==> config.mk <==
export PLATFORM = sky130hd
export DESIGN_NAME = flash_bus_host
export DESIGN_NICKNAME = d
export VERILOG_FILES = /design/src/flash_bus_pkg.sv /design/src/pin_sync.sv /design/src/flash_bus_host.sv
export SDC_FILE = /design/constraint.sdc
export NUM_CORES = 1
export LEC_CHECK = 0
export ABC_CLOCK_PERIOD_IN_PS = 4800
export BUFFER_PORTS_ARGS = -buffer_cell sky130_fd_sc_hd__buf_2
export CAP_MARGIN = 0
export CORE_UTILIZATION = 50
export CTS_BUF_LIST = sky130_fd_sc_hd__clkbuf_4 sky130_fd_sc_hd__clkbuf_8
export DETAILED_ROUTE_END_ITERATION = 16
export PLACE_DENSITY = 0.81
export SLEW_MARGIN = 40
export SYNTH_ARGS = -nofsm -noshare
export SYNTH_HDL_FRONTEND = slang
export SYNTH_SLANG_ARGS = --single-unit
==> constraint.sdc <==
create_clock -name i_clk -period 4.8 [get_ports i_clk]
set_input_delay 0.96 -clock i_clk [delete_from_list [all_inputs] [get_ports i_clk]]
set_output_delay 0.96 -clock i_clk [all_outputs]
set_load 0.05 [all_outputs]
==> src/flash_bus_pkg.sv <==
// Shared constants, operations and pin bundles for the flash bus controller.
package flash_bus_pkg;

   localparam int CLK_PERIOD_PS   = 8000;
   localparam int ADDR_W          = 18;
   localparam int DATA_W          = 16;
   localparam int BYTE_W          = 8;
   localparam int TOP_DQ_BIT      = 15;
   localparam int SYNC_LATENCY    = 3;
   localparam int CNT_W           = 8;

   // Bus cycle times in ns; plain defaults to be tuned for the fitted part.
   localparam int READ_WAIT_NS     = 100;
   localparam int WR_SETUP_NS      = 20;
   localparam int WR_PULSE_NS      = 50;
   localparam int WR_HOLD_NS       = 20;
   localparam int RESET_PULSE_NS   = 500;
   localparam int RESET_RECOVER_NS = 100;

   // Least times round up to whole cycles and never fall below one.
   function automatic int ns_to_cycles(input int ns);
      int c;
      c = (ns * 1000 + CLK_PERIOD_PS - 1) / CLK_PERIOD_PS;
      return (c < 1) ? 1 : c;
   endfunction : ns_to_cycles

   localparam int READ_WAIT_CYC  = ns_to_cycles(READ_WAIT_NS) + SYNC_LATENCY;
   localparam int WR_SETUP_CYC   = ns_to_cycles(WR_SETUP_NS);
   localparam int WR_PULSE_CYC   = ns_to_cycles(WR_PULSE_NS);
   localparam int WR_HOLD_CYC    = ns_to_cycles(WR_HOLD_NS);
   localparam int RST_PULSE_CYC  = ns_to_cycles(RESET_PULSE_NS);
   localparam int RST_RECOV_CYC  = ns_to_cycles(RESET_RECOVER_NS);

   // Address bits that select the protect or unprotect function.
   localparam int PROT_SEL_BIT    = 6;
   localparam int PROT_A1_BIT     = 1;
   localparam int PROT_A0_BIT     = 0;

   typedef enum logic [2:0] {
      OP_READ,
      OP_WRITE,
      OP_RESET,
      OP_PROTECT,
      OP_UNPROTECT
   } op_t;

   typedef struct packed {
      op_t                op;
      logic               byte_mode;
      logic [ADDR_W-1:0]  addr;
      logic               byte_lsb;
      logic [DATA_W-1:0]  data;
   } req_t;

   typedef struct packed {
      logic               chip_select_n;
      logic               output_enable_n;
      logic               write_strobe_n;
      logic               hw_reset_n;
      logic               width_select_n;
      logic               high_voltage_level;
      logic [ADDR_W-1:0]  addr;
      logic [DATA_W-1:0]  dq_out;
      logic [DATA_W-1:0]  dq_oe;
   } pins_t;

   localparam pins_t PINS_RESET = '{
      chip_select_n:      1'b1,
      output_enable_n:    1'b1,
      write_strobe_n:     1'b1,
      hw_reset_n:         1'b0,
      width_select_n:     1'b1,
      high_voltage_level: 1'b0,
      addr:               18'h00000,
      dq_out:             16'h0000,
      dq_oe:              16'h0000
   };

endpackage : flash_bus_pkg

==> src/pin_sync.sv <==
// Three-stage input synchroniser that updates once the last two stages agree.
`timescale 1ns/1ps
module pin_sync #(
   parameter int W = 17
) (
   // Clock and reset.
   input  wire logic         i_clk,
   input  wire logic         i_rst_n,
   // Pins in, filtered level out.
   input  wire logic [W-1:0] i_pin,
   output logic      [W-1:0] o_level
);

   logic [W-1:0] ff1;
   logic [W-1:0] ff2;
   logic [W-1:0] ff3;
   logic [W-1:0] next_level;

   // A bit still in motion keeps its old value; only agreeing bits pass.
   always_comb begin
      next_level = (~(ff2 ^ ff3) & ff2) | ((ff2 ^ ff3) & o_level);
   end

   always_ff @(posedge i_clk or negedge i_rst_n) begin
      if (!i_rst_n) begin
         ff1     <= '0;
         ff2     <= '0;
         ff3     <= '0;
         o_level <= '0;
      end else begin
         ff1     <= i_pin;
         ff2     <= ff1;
         ff3     <= ff2;
         o_level <= next_level;
      end
   end

endmodule : pin_sync

==> src/flash_bus_host.sv <==
// Host-side bus cycle controller for a dual-bank parallel flash.
`timescale 1ns/1ps
module flash_bus_host
   import flash_bus_pkg::*;
(
   // Clock and reset.
   input  wire logic              i_clk,
   input  wire logic              i_rst_n,
   // User request port.
   input  wire logic              i_valid,
   input  req_t                   i_req,
   input  wire logic              i_temp_unprotect,
   output logic                   o_ready,
   output logic                   o_done,
   output logic [DATA_W-1:0]      o_rdata,
   // Flash pins.
   input  wire logic [DATA_W-1:0] i_dq,
   input  wire logic              i_ready_busy,
   output pins_t                  o_pins,
   output logic                   o_flash_ready
);

   typedef enum {
      ST_IDLE,
      ST_READ,
      ST_WR_SETUP,
      ST_WR_PULSE,
      ST_WR_HOLD,
      ST_RST_PULSE,
      ST_RST_RECOVER
   } state_t;

   state_t                state;
   state_t                next_state;
   logic [CNT_W-1:0]      cnt;
   logic [CNT_W-1:0]      next_cnt;
   req_t                  req;
   req_t                  next_req;
   pins_t                 next_pins;
   logic                  next_ready;
   logic                  next_done;
   logic [DATA_W-1:0]     next_rdata;
   logic [DATA_W:0]       synced;

   pin_sync #(
      .W       (DATA_W + 1)
   ) u_sync (
      .i_clk   (i_clk),
      .i_rst_n (i_rst_n),
      .i_pin   ({i_ready_busy, i_dq}),
      .o_level (synced)
   );

   function automatic logic is_last(input logic [CNT_W-1:0] c,
                                    input int cycles);
      return c == CNT_W'(cycles - 1);
   endfunction : is_last

   // Idle bus: deselected, strobes high, data released.
   function automatic pins_t idle_pins(input pins_t p, input logic hv);
      pins_t q;
      q                    = p;
      q.chip_select_n      = 1'b1;
      q.output_enable_n    = 1'b1;
      q.write_strobe_n     = 1'b1;
      q.hw_reset_n         = 1'b1;
      q.high_voltage_level = hv;
      q.dq_oe              = '0;
      return q;
   endfunction : idle_pins

   // Address, width and data drive for one request.
   function automatic pins_t cycle_pins(input pins_t p, input req_t r,
                                        input logic wr);
      pins_t q;
      q                = p;
      q.addr           = r.addr;
      q.width_select_n = ~r.byte_mode;
      q.dq_out         = r.data;
      q.dq_oe          = wr ? '1 : '0;
      if (r.byte_mode) begin
         // The top pin is an address input in byte mode, so it is driven
         // even on reads; bits 8 to 14 stay released.
         q.dq_out[TOP_DQ_BIT] = r.byte_lsb;
         q.dq_oe              = '0;
         q.dq_oe[TOP_DQ_BIT]  = 1'b1;
         if (wr) begin
            q.dq_oe[BYTE_W-1:0] = '1;
         end
      end
      if (r.op == OP_PROTECT || r.op == OP_UNPROTECT) begin
         q.addr[PROT_SEL_BIT] = (r.op == OP_UNPROTECT);
         q.addr[PROT_A1_BIT]  = 1'b1;
         q.addr[PROT_A0_BIT]  = 1'b0;
         q.high_voltage_level = 1'b1;
      end
      return q;
   endfunction : cycle_pins

   always_comb begin
      next_state = state;
      next_cnt   = cnt + CNT_W'(1);
      next_req   = req;
      next_pins  = o_pins;
      next_done  = 1'b0;
      next_rdata = o_rdata;
      case (state)
         ST_IDLE: begin
            next_cnt  = '0;
            next_pins = idle_pins(o_pins, i_temp_unprotect);
            if (i_valid && o_ready) begin
               next_req = i_req;
               case (i_req.op)
                  OP_RESET: begin
                     next_pins.hw_reset_n         = 1'b0;
                     next_pins.high_voltage_level = 1'b0;
                     next_state = ST_RST_PULSE;
                  end
                  OP_READ: begin
                     next_pins = cycle_pins(next_pins, i_req, 1'b0);
                     next_pins.chip_select_n   = 1'b0;
                     next_pins.output_enable_n = 1'b0;
                     next_state = ST_READ;
                  end
                  default: begin
                     // Each command write, bypass program included, is one
                     // bus cycle; the user chains two or four of them.
                     next_pins = cycle_pins(next_pins, i_req, 1'b1);
                     next_pins.chip_select_n = 1'b0;
                     next_state = ST_WR_SETUP;
                  end
               endcase
            end
         end
         ST_READ: begin
            if (is_last(cnt, READ_WAIT_CYC)) begin
               // Byte reads and identification codes use the low lane.
               next_rdata = req.byte_mode ?
                            {{(DATA_W-BYTE_W){1'b0}}, synced[BYTE_W-1:0]} :
                            synced[DATA_W-1:0];
               next_pins  = idle_pins(o_pins, i_temp_unprotect);
               next_done  = 1'b1;
               next_state = ST_IDLE;
            end
         end
         ST_WR_SETUP: begin
            if (is_last(cnt, WR_SETUP_CYC)) begin
               // Output enable is already high here, so no contention.
               next_pins.write_strobe_n = 1'b0;
               next_cnt   = '0;
               next_state = ST_WR_PULSE;
            end
         end
         ST_WR_PULSE: begin
            if (is_last(cnt, WR_PULSE_CYC)) begin
               next_pins.write_strobe_n = 1'b1;
               next_cnt   = '0;
               next_state = ST_WR_HOLD;
            end
         end
         ST_WR_HOLD: begin
            if (is_last(cnt, WR_HOLD_CYC)) begin
               next_pins  = idle_pins(o_pins, i_temp_unprotect);
               next_done  = 1'b1;
               next_state = ST_IDLE;
            end
         end
         ST_RST_PULSE: begin
            if (is_last(cnt, RST_PULSE_CYC)) begin
               next_pins.hw_reset_n = 1'b1;
               next_cnt   = '0;
               next_state = ST_RST_RECOVER;
            end
         end
         ST_RST_RECOVER: begin
            if (is_last(cnt, RST_RECOV_CYC)) begin
               next_done  = 1'b1;
               next_state = ST_IDLE;
            end
         end
         default: begin
            next_pins  = PINS_RESET;
            next_cnt   = '0;
            next_state = ST_RST_PULSE;
         end
      endcase
      next_ready = (next_state == ST_IDLE) && !(i_valid && o_ready);
   end

   // Power-up starts with a full reset pulse so the device is in read mode.
   always_ff @(posedge i_clk or negedge i_rst_n) begin
      if (!i_rst_n) begin
         state         <= ST_RST_PULSE;
         cnt           <= '0;
         req           <= '0;
         o_pins        <= PINS_RESET;
         o_ready       <= 1'b0;
         o_done        <= 1'b0;
         o_rdata       <= '0;
         o_flash_ready <= 1'b0;
      end else begin
         state         <= next_state;
         cnt           <= next_cnt;
         req           <= next_req;
         o_pins        <= next_pins;
         o_ready       <= next_ready;
         o_done        <= next_done;
         o_rdata       <= next_rdata;
         o_flash_ready <= synced[DATA_W];
      end
   end

endmodule : flash_bus_host

# Word-level counts from Yosys, hierarchy flattened
# Cells that the tools add are included.
[totals] register_bits=184 inputBits=60 output_inout_bits=75 word_cells=109
[op_classes] n_addsub=1 eq_ne=21 n_mux=39 bitwise_logic=11 n_reduce_logical=17
[op_table] op="32-bit two-way mux" n=7
[op_table] op="32-bit case mux with 7 select lines" n=1
[op_table] op="52-bit case mux with 4 select lines" n=1
[op_table] op="56-bit two-way mux" n=3
[op_table] op="50-bit case mux with 2 select lines" n=1
[op_table] op="32-bit by 3-bit == test with 1-bit output (second input constant)" n=3
[op_table] op="32-bit by 2-bit == test with 1-bit output (second input constant)" n=2
[op_table] op="32-bit logical NOT" n=2
[op_table] op="17-bit bitwise AND" n=2
[op_table] op="32-bit by 1-bit == test with 1-bit output (second input constant)" n=1
[op_table] op="16-bit two-way mux" n=2
[op_table] op="8-bit case mux with 4 select lines" n=1
[op_table] op="8-bit two-way mux" n=3
[op_table] op="17-bit NOT" n=1
[op_table] op="17-bit bitwise OR" n=1
[op_table] op="17-bit XOR" n=1
[op_table] op="8-bit by 4-bit == test with 1-bit output (second input constant)" n=2
[op_table] op="15-bit two-way mux" n=1
[op_table] op="2-bit != test (second input constant)" n=7
[op_table] op="1-bit two-way mux" n=12
[op_table] op="3-bit case mux with 2 select lines" n=2
[op_table] op="5-bit AND reduction" n=2
[op_table] op="8-bit by 1-bit adder with 8-bit output (second input constant)" n=1
[op_table] op="8-bit by 2-bit == test with 1-bit output (second input constant)" n=1
[op_table] op="20 further kinds" n=29

# Logic depth before layout (Yosys ltp)
[depth] depth_word=6 depth_mapped=8 ltp_nobuf=7

# Hierarchy
# A second synthesis with hierarchy kept.
[unflattened] hier_cells=415 hier_area_um2=6138.4
[by_module_without_submodules] mod="flash_bus_host" instances=1 cells_each=330 area_each_um2=4245.3 seq_area_each_um2=2585.0
[by_module_without_submodules] mod="pin_sync" instances=1 cells_each=85 area_each_um2=1893.1 seq_area_each_um2=1701.6

# Worst setup path after synthesis
# Ideal clock, no wire load.
[synth_timing] path_type="input-to-reg" start="input i_valid" end="register o_pins[39] (netlist bit)" setup_ns=0.067 arrival_ns=2.231 t_required_ns=4.733 setup_slack_ns=2.502 cell_stages=7 n_path_buf=2 path_cell_list="and4bb_1 -> nand2_1 -> a21oi_1 -> and2_1 -> clkbuf_1 -> buf_1 -> a22o_1"
[synth_via] elab_chain_len=3
[synth_lines] element="start, declared" line_no="flash_bus_host.sv:10" rtl="input wire logic i_valid,"
[synth_lines] element="1-bit logical AND" line_no="flash_bus_host.sv:111" rtl="if (i_valid && o_ready) begin"
[synth_lines] element="2-bit != test (no line)"
[synth_lines] element="5-bit AND reduction (no line)"
[synth_lines] element="end signal, assigned" line_no="flash_bus_host.sv:205" rtl="o_pins <= next_pins;"
[synth_lines] element="end, declared" line_no="flash_bus_host.sv:19" rtl="output pins_t o_pins,"
# No other way between the ends.
# A chain may end at the register's enable or synchronous reset.

# Worst setup path after layout
[layout_timing] start="register state[11]" end="register o_rdata[4]"
[layout_via] elab_chain_len=2
[layout_lines] element="start, declared" line_no="flash_bus_host.sv:33" rtl="state_t state;"
[layout_lines] element="start signal, assigned" line_no="flash_bus_host.sv:202" rtl="state <= next_state;"
[layout_lines] element="32-bit by 1-bit == test with 1-bit output" line_no="flash_bus_host.sv:107" rtl="case (state)"
[layout_lines] element="2-bit AND reduction (no line)"
[layout_lines] element="end signal, assigned" line_no="flash_bus_host.sv:208" rtl="o_rdata <= next_rdata;"
[layout_lines] element="end, declared" line_no="flash_bus_host.sv:15" rtl="output logic [DATA_W-1:0] o_rdata,"
# No other way between the ends.

==> impl_metrics.csv <==
group,metric,value,unit
worst_setup_path,r2r_end,"o_rdata[4]",
timing,fmax,0.3714,GHz
cells_and_area,fin_cells,717,
timing,fin_setup_tns,0,ns
worst_setup_path,worst_setup_path_end_kind,"flip-flop",
drt,wl_per_cell,15.13,um
cells_and_area,nets,626,
grt,use_met3,5.553,%
synth,ys_seq_area_share,71.21,%
clocking,cts_hold_buf,0,
power,internal_power,0.001993,W
worst_setup_path,critPathKind,"flip-flop to flip-flop",
floorplan,fp.dieH,111.7,um
floorplan,coreArea,11560,um^2
synth,synthArstFlopShare,100.0,%
worst_setup_path,critPathLaunchType,"flip-flop",
floorplan,rows,39,
grt,grt_overflow,0,
synth,synth_cell_types,59,
drt,postRouteWirelength,10850,um
timing,timing.slew.headroom,46.18,%
worst_setup_path,cp_slowest_cell,"nor2_1",
grt,grt_pass1_wl,18270,um
timing,drv_slew,0,
worst_setup_path,arrival,3.02,ns
grt,grt_max_degree,68,
synth,synth_edf_count,0,
worst_setup_path,critPathMaxFanout,16,
power,ir_worst_vdd,214.0,uV
cells_and_area,drive_gt1_share,33.28,%
grt,grtUsageTotal,19.23,%
drt,viasPerCell,5.149,
floorplan,start_util,52.05,%
synth,synthFlopType,"dfrtp_1",
clocking,root_buffer,"clkbuf_8",
power,leakagePower,3.598,nW
worst_setup_path,reg2reg_slack,2.11,ns
timing,worstMarginPinSlew,0.8043,ns
clocking,cts.clk_slew.worst_paths,0.07,ns
drt,first_pass_iters,10,
power,p_clk_share,36.2,%
worst_setup_path,r2r_cells,5,
timing,hold_violations,0,
timing,fin_crit_sh,56.09,%
min_path,hold_depth,0,
clocking,tritoncts,"yes",
clocking,post_cts_buffers,0,
min_path,hold_end,"u_sync.ff2[16]",
placed_design,place.gp.congestion,0.8711,
power,pwr-share-comb,3.4,%
cells_and_area,mostFrequentLayoutCells,"dfrtp_1, buf_2, a22o_1",
drt,drc,7,
run_status,outcome,"finished with violations",
drt,drt_iter0_markers,269,
clocking,clkSinkCount,171,
min_path,min_from,"u_sync.ff1[16]",
timing,fin_crit,2.692,ns
worst_setup_path,crit_buf_inv,0,
clocking,clk_latency,0.44,ns
worst_setup_path,crit_chain,"nor4_1 > nand4_1 > nor2_1 > and3_2 > mux2_2",
grt,antenna_found_initial,0,
grt,grt_use_met1,23.79,%
power,p_sw,0.0005070,W
synth,synthCells,406,
placed_design,dp_cells,687,
power,p_sw_share,20.28,%
timing,setup_viol,0,
clocking,cts_made_buffers,17,
clocking,clk_path_buf_depth,2,
synth,yosysWarnings,0,
cells_and_area,syn2layout_area_growth,19.68,%
run_status,failed_checks,"design-rule violations",
placed_design,io_buffers,134,
cells_and_area,final_common_cell,"dfrtp_1",
synth,syn_area,6020,um^2
power,power.density,347.0,nW/um^2
floorplan,die_area,12480,um^2
placed_design,place_area,6848,um^2
drt,via_count,3692,
floorplan,die_x,111.7,um
min_path,hp-class,"flip-flop to flip-flop",
grt,grt-busiest-layer,"met2",
clocking,cts-htree-levels,4,
worst_setup_path,cp_top_family,"simple AND/OR/NAND/NOR gates",
worst_setup_path,cpPeakStageDelay,0.68,ns
placed_design,dp_hpwl,7774,um
grt,use_met2,30.85,%
clocking,cts_resized,0,
worst_setup_path,worst_ep_required_time,5.13,ns
timing,skew,0.009720,ns
drt,ant_nets,0,
run,drv_cap,0,
synth,syn_avg_cell_area,14.83,um^2
floorplan,pin_count,135,
worst_setup_path,reg2reg_from,"state[11]",
cells_and_area,antenna_cells,0,
grt,grt_pass1_vias,3730,
cells_and_area,fin_area,7204,um^2
timing,rsz0062_at_grt,"no",
synth,synth-seq-cells,171,
power,power_frac_seq,60.4,%
flip-flops by register name, summed over array words and instances (netlist names), named ones only:
name and flops:
o_done 1, o_pins 43, u_sync.ff2 17, o_rdata 16, req 1, cnt 8
u_sync.ff3 17, u_sync.ff1 17, state 32, o_ready 1, o_flash_ready 1
kinds of logic (layout without fill, tap and decap cells):
group                    after synthesis  in the layout  share of synthesized area (%)
flip-flops                           171            171                          71.21
multiplexers                          20             20                          3.721
buffers and inverters                 36            176                          3.284
XOR/XNOR                               6              6                         0.8730
AND/OR/NAND/NOR                       80             80                          7.774
adder cells (fa/ha/maj)               20             20                          3.450
AO/OA/AOI/OAI                         72             72                          9.624
other                                  1             29                        0.06230
cell type report:
class                   count  area [um^2]
multi-input cells         227         1650
well taps                 143        178.9
repair buffers            137        699.4
fillers                   895         4360
clock inverters             3        40.04
inverters                   9        33.78
flip-flops and latches    171         4287
clock buffers              27        315.3
Yosys cell counts, types with 4 or more instances:
master / number / area share (%)
a21oi_1: 7 / 0.58
a22o_1: 31 / 4.5
buf_2: 5 / 0.42
buf_4: 13 / 1.6
clkbuf_1: 7 / 0.44
dfrtp_1: 165 / 69
dfstp_2: 6 / 2.6
inv_1: 9 / 0.56
maj3_1: 17 / 2.8
mux2_1: 11 / 2.1
mux2_2: 8 / 1.5
nand2_1: 10 / 0.62
nand3_1: 6 / 0.50
nand4_1: 6 / 0.62
nor2_1: 18 / 1.1
nor2b_1: 11 / 1.1
nor4_1: 7 / 0.73
o21ai_0: 7 / 0.58
o22ai_1: 4 / 0.42
xor2_1: 4 / 0.58
power by group through the flow:
stage,logic [W],registers (W),clock network [W]
6_report,0.0000851,0.00151,0.000906
5_1_grt,0.0000990,0.00151,0.000998
4_1_cts,0.0000870,0.00151,0.000933
3_5_place_dp,0.0000870,0.00154,0
3_3_place_gp,0.0000839,0.00153,0
2_1_floorplan,0.0000237,0.00153,0
through the flow:
stage | power (W) | setup WS, ns | util, % | hold WS (ns)
final | 0.002500 | 2.108 | 62.30 | 0.3492
after global routing | 0.002611 | 1.879 | 62.30 | 0.3541
after CTS | 0.002530 | 1.851 | 62.29 | 0.3512
after detailed placement | 0.001625 | 1.866 | 59.21 | 0.3347
after global placement | 0.001619 | 1.915 | 59.14 | 0.3316
after floorplan | 0.001558 | 2.502 | - | 0.3312
metal layers:
| layer | up-vias | part of all wire (%) |
|---|---|---|
| met5 | - | 0 |
| met4 | 0 | 3.0 |
| met3 | 25 | 4.7 |
| met2 | 112 | 50 |
| met1 | 1838 | 43 |
| li1 | 1717 | - |
how the worst max path moves through the flow:
stage	startpoint	end	cells after the start
5_1_grt	state[21]	o_rdata[0]	5
2_1_floorplan	i_valid	o_pins[39]	7
3_3_place_gp	i_valid	o_pins[32]	6
4_1_cts	state[11]	o_rdata[4]	5
6_report	state[11]	o_rdata[4]	5
3_5_place_dp	state[11]	o_rdata[4]	5
Note: power is estimated with default switching activity, not from simulation.
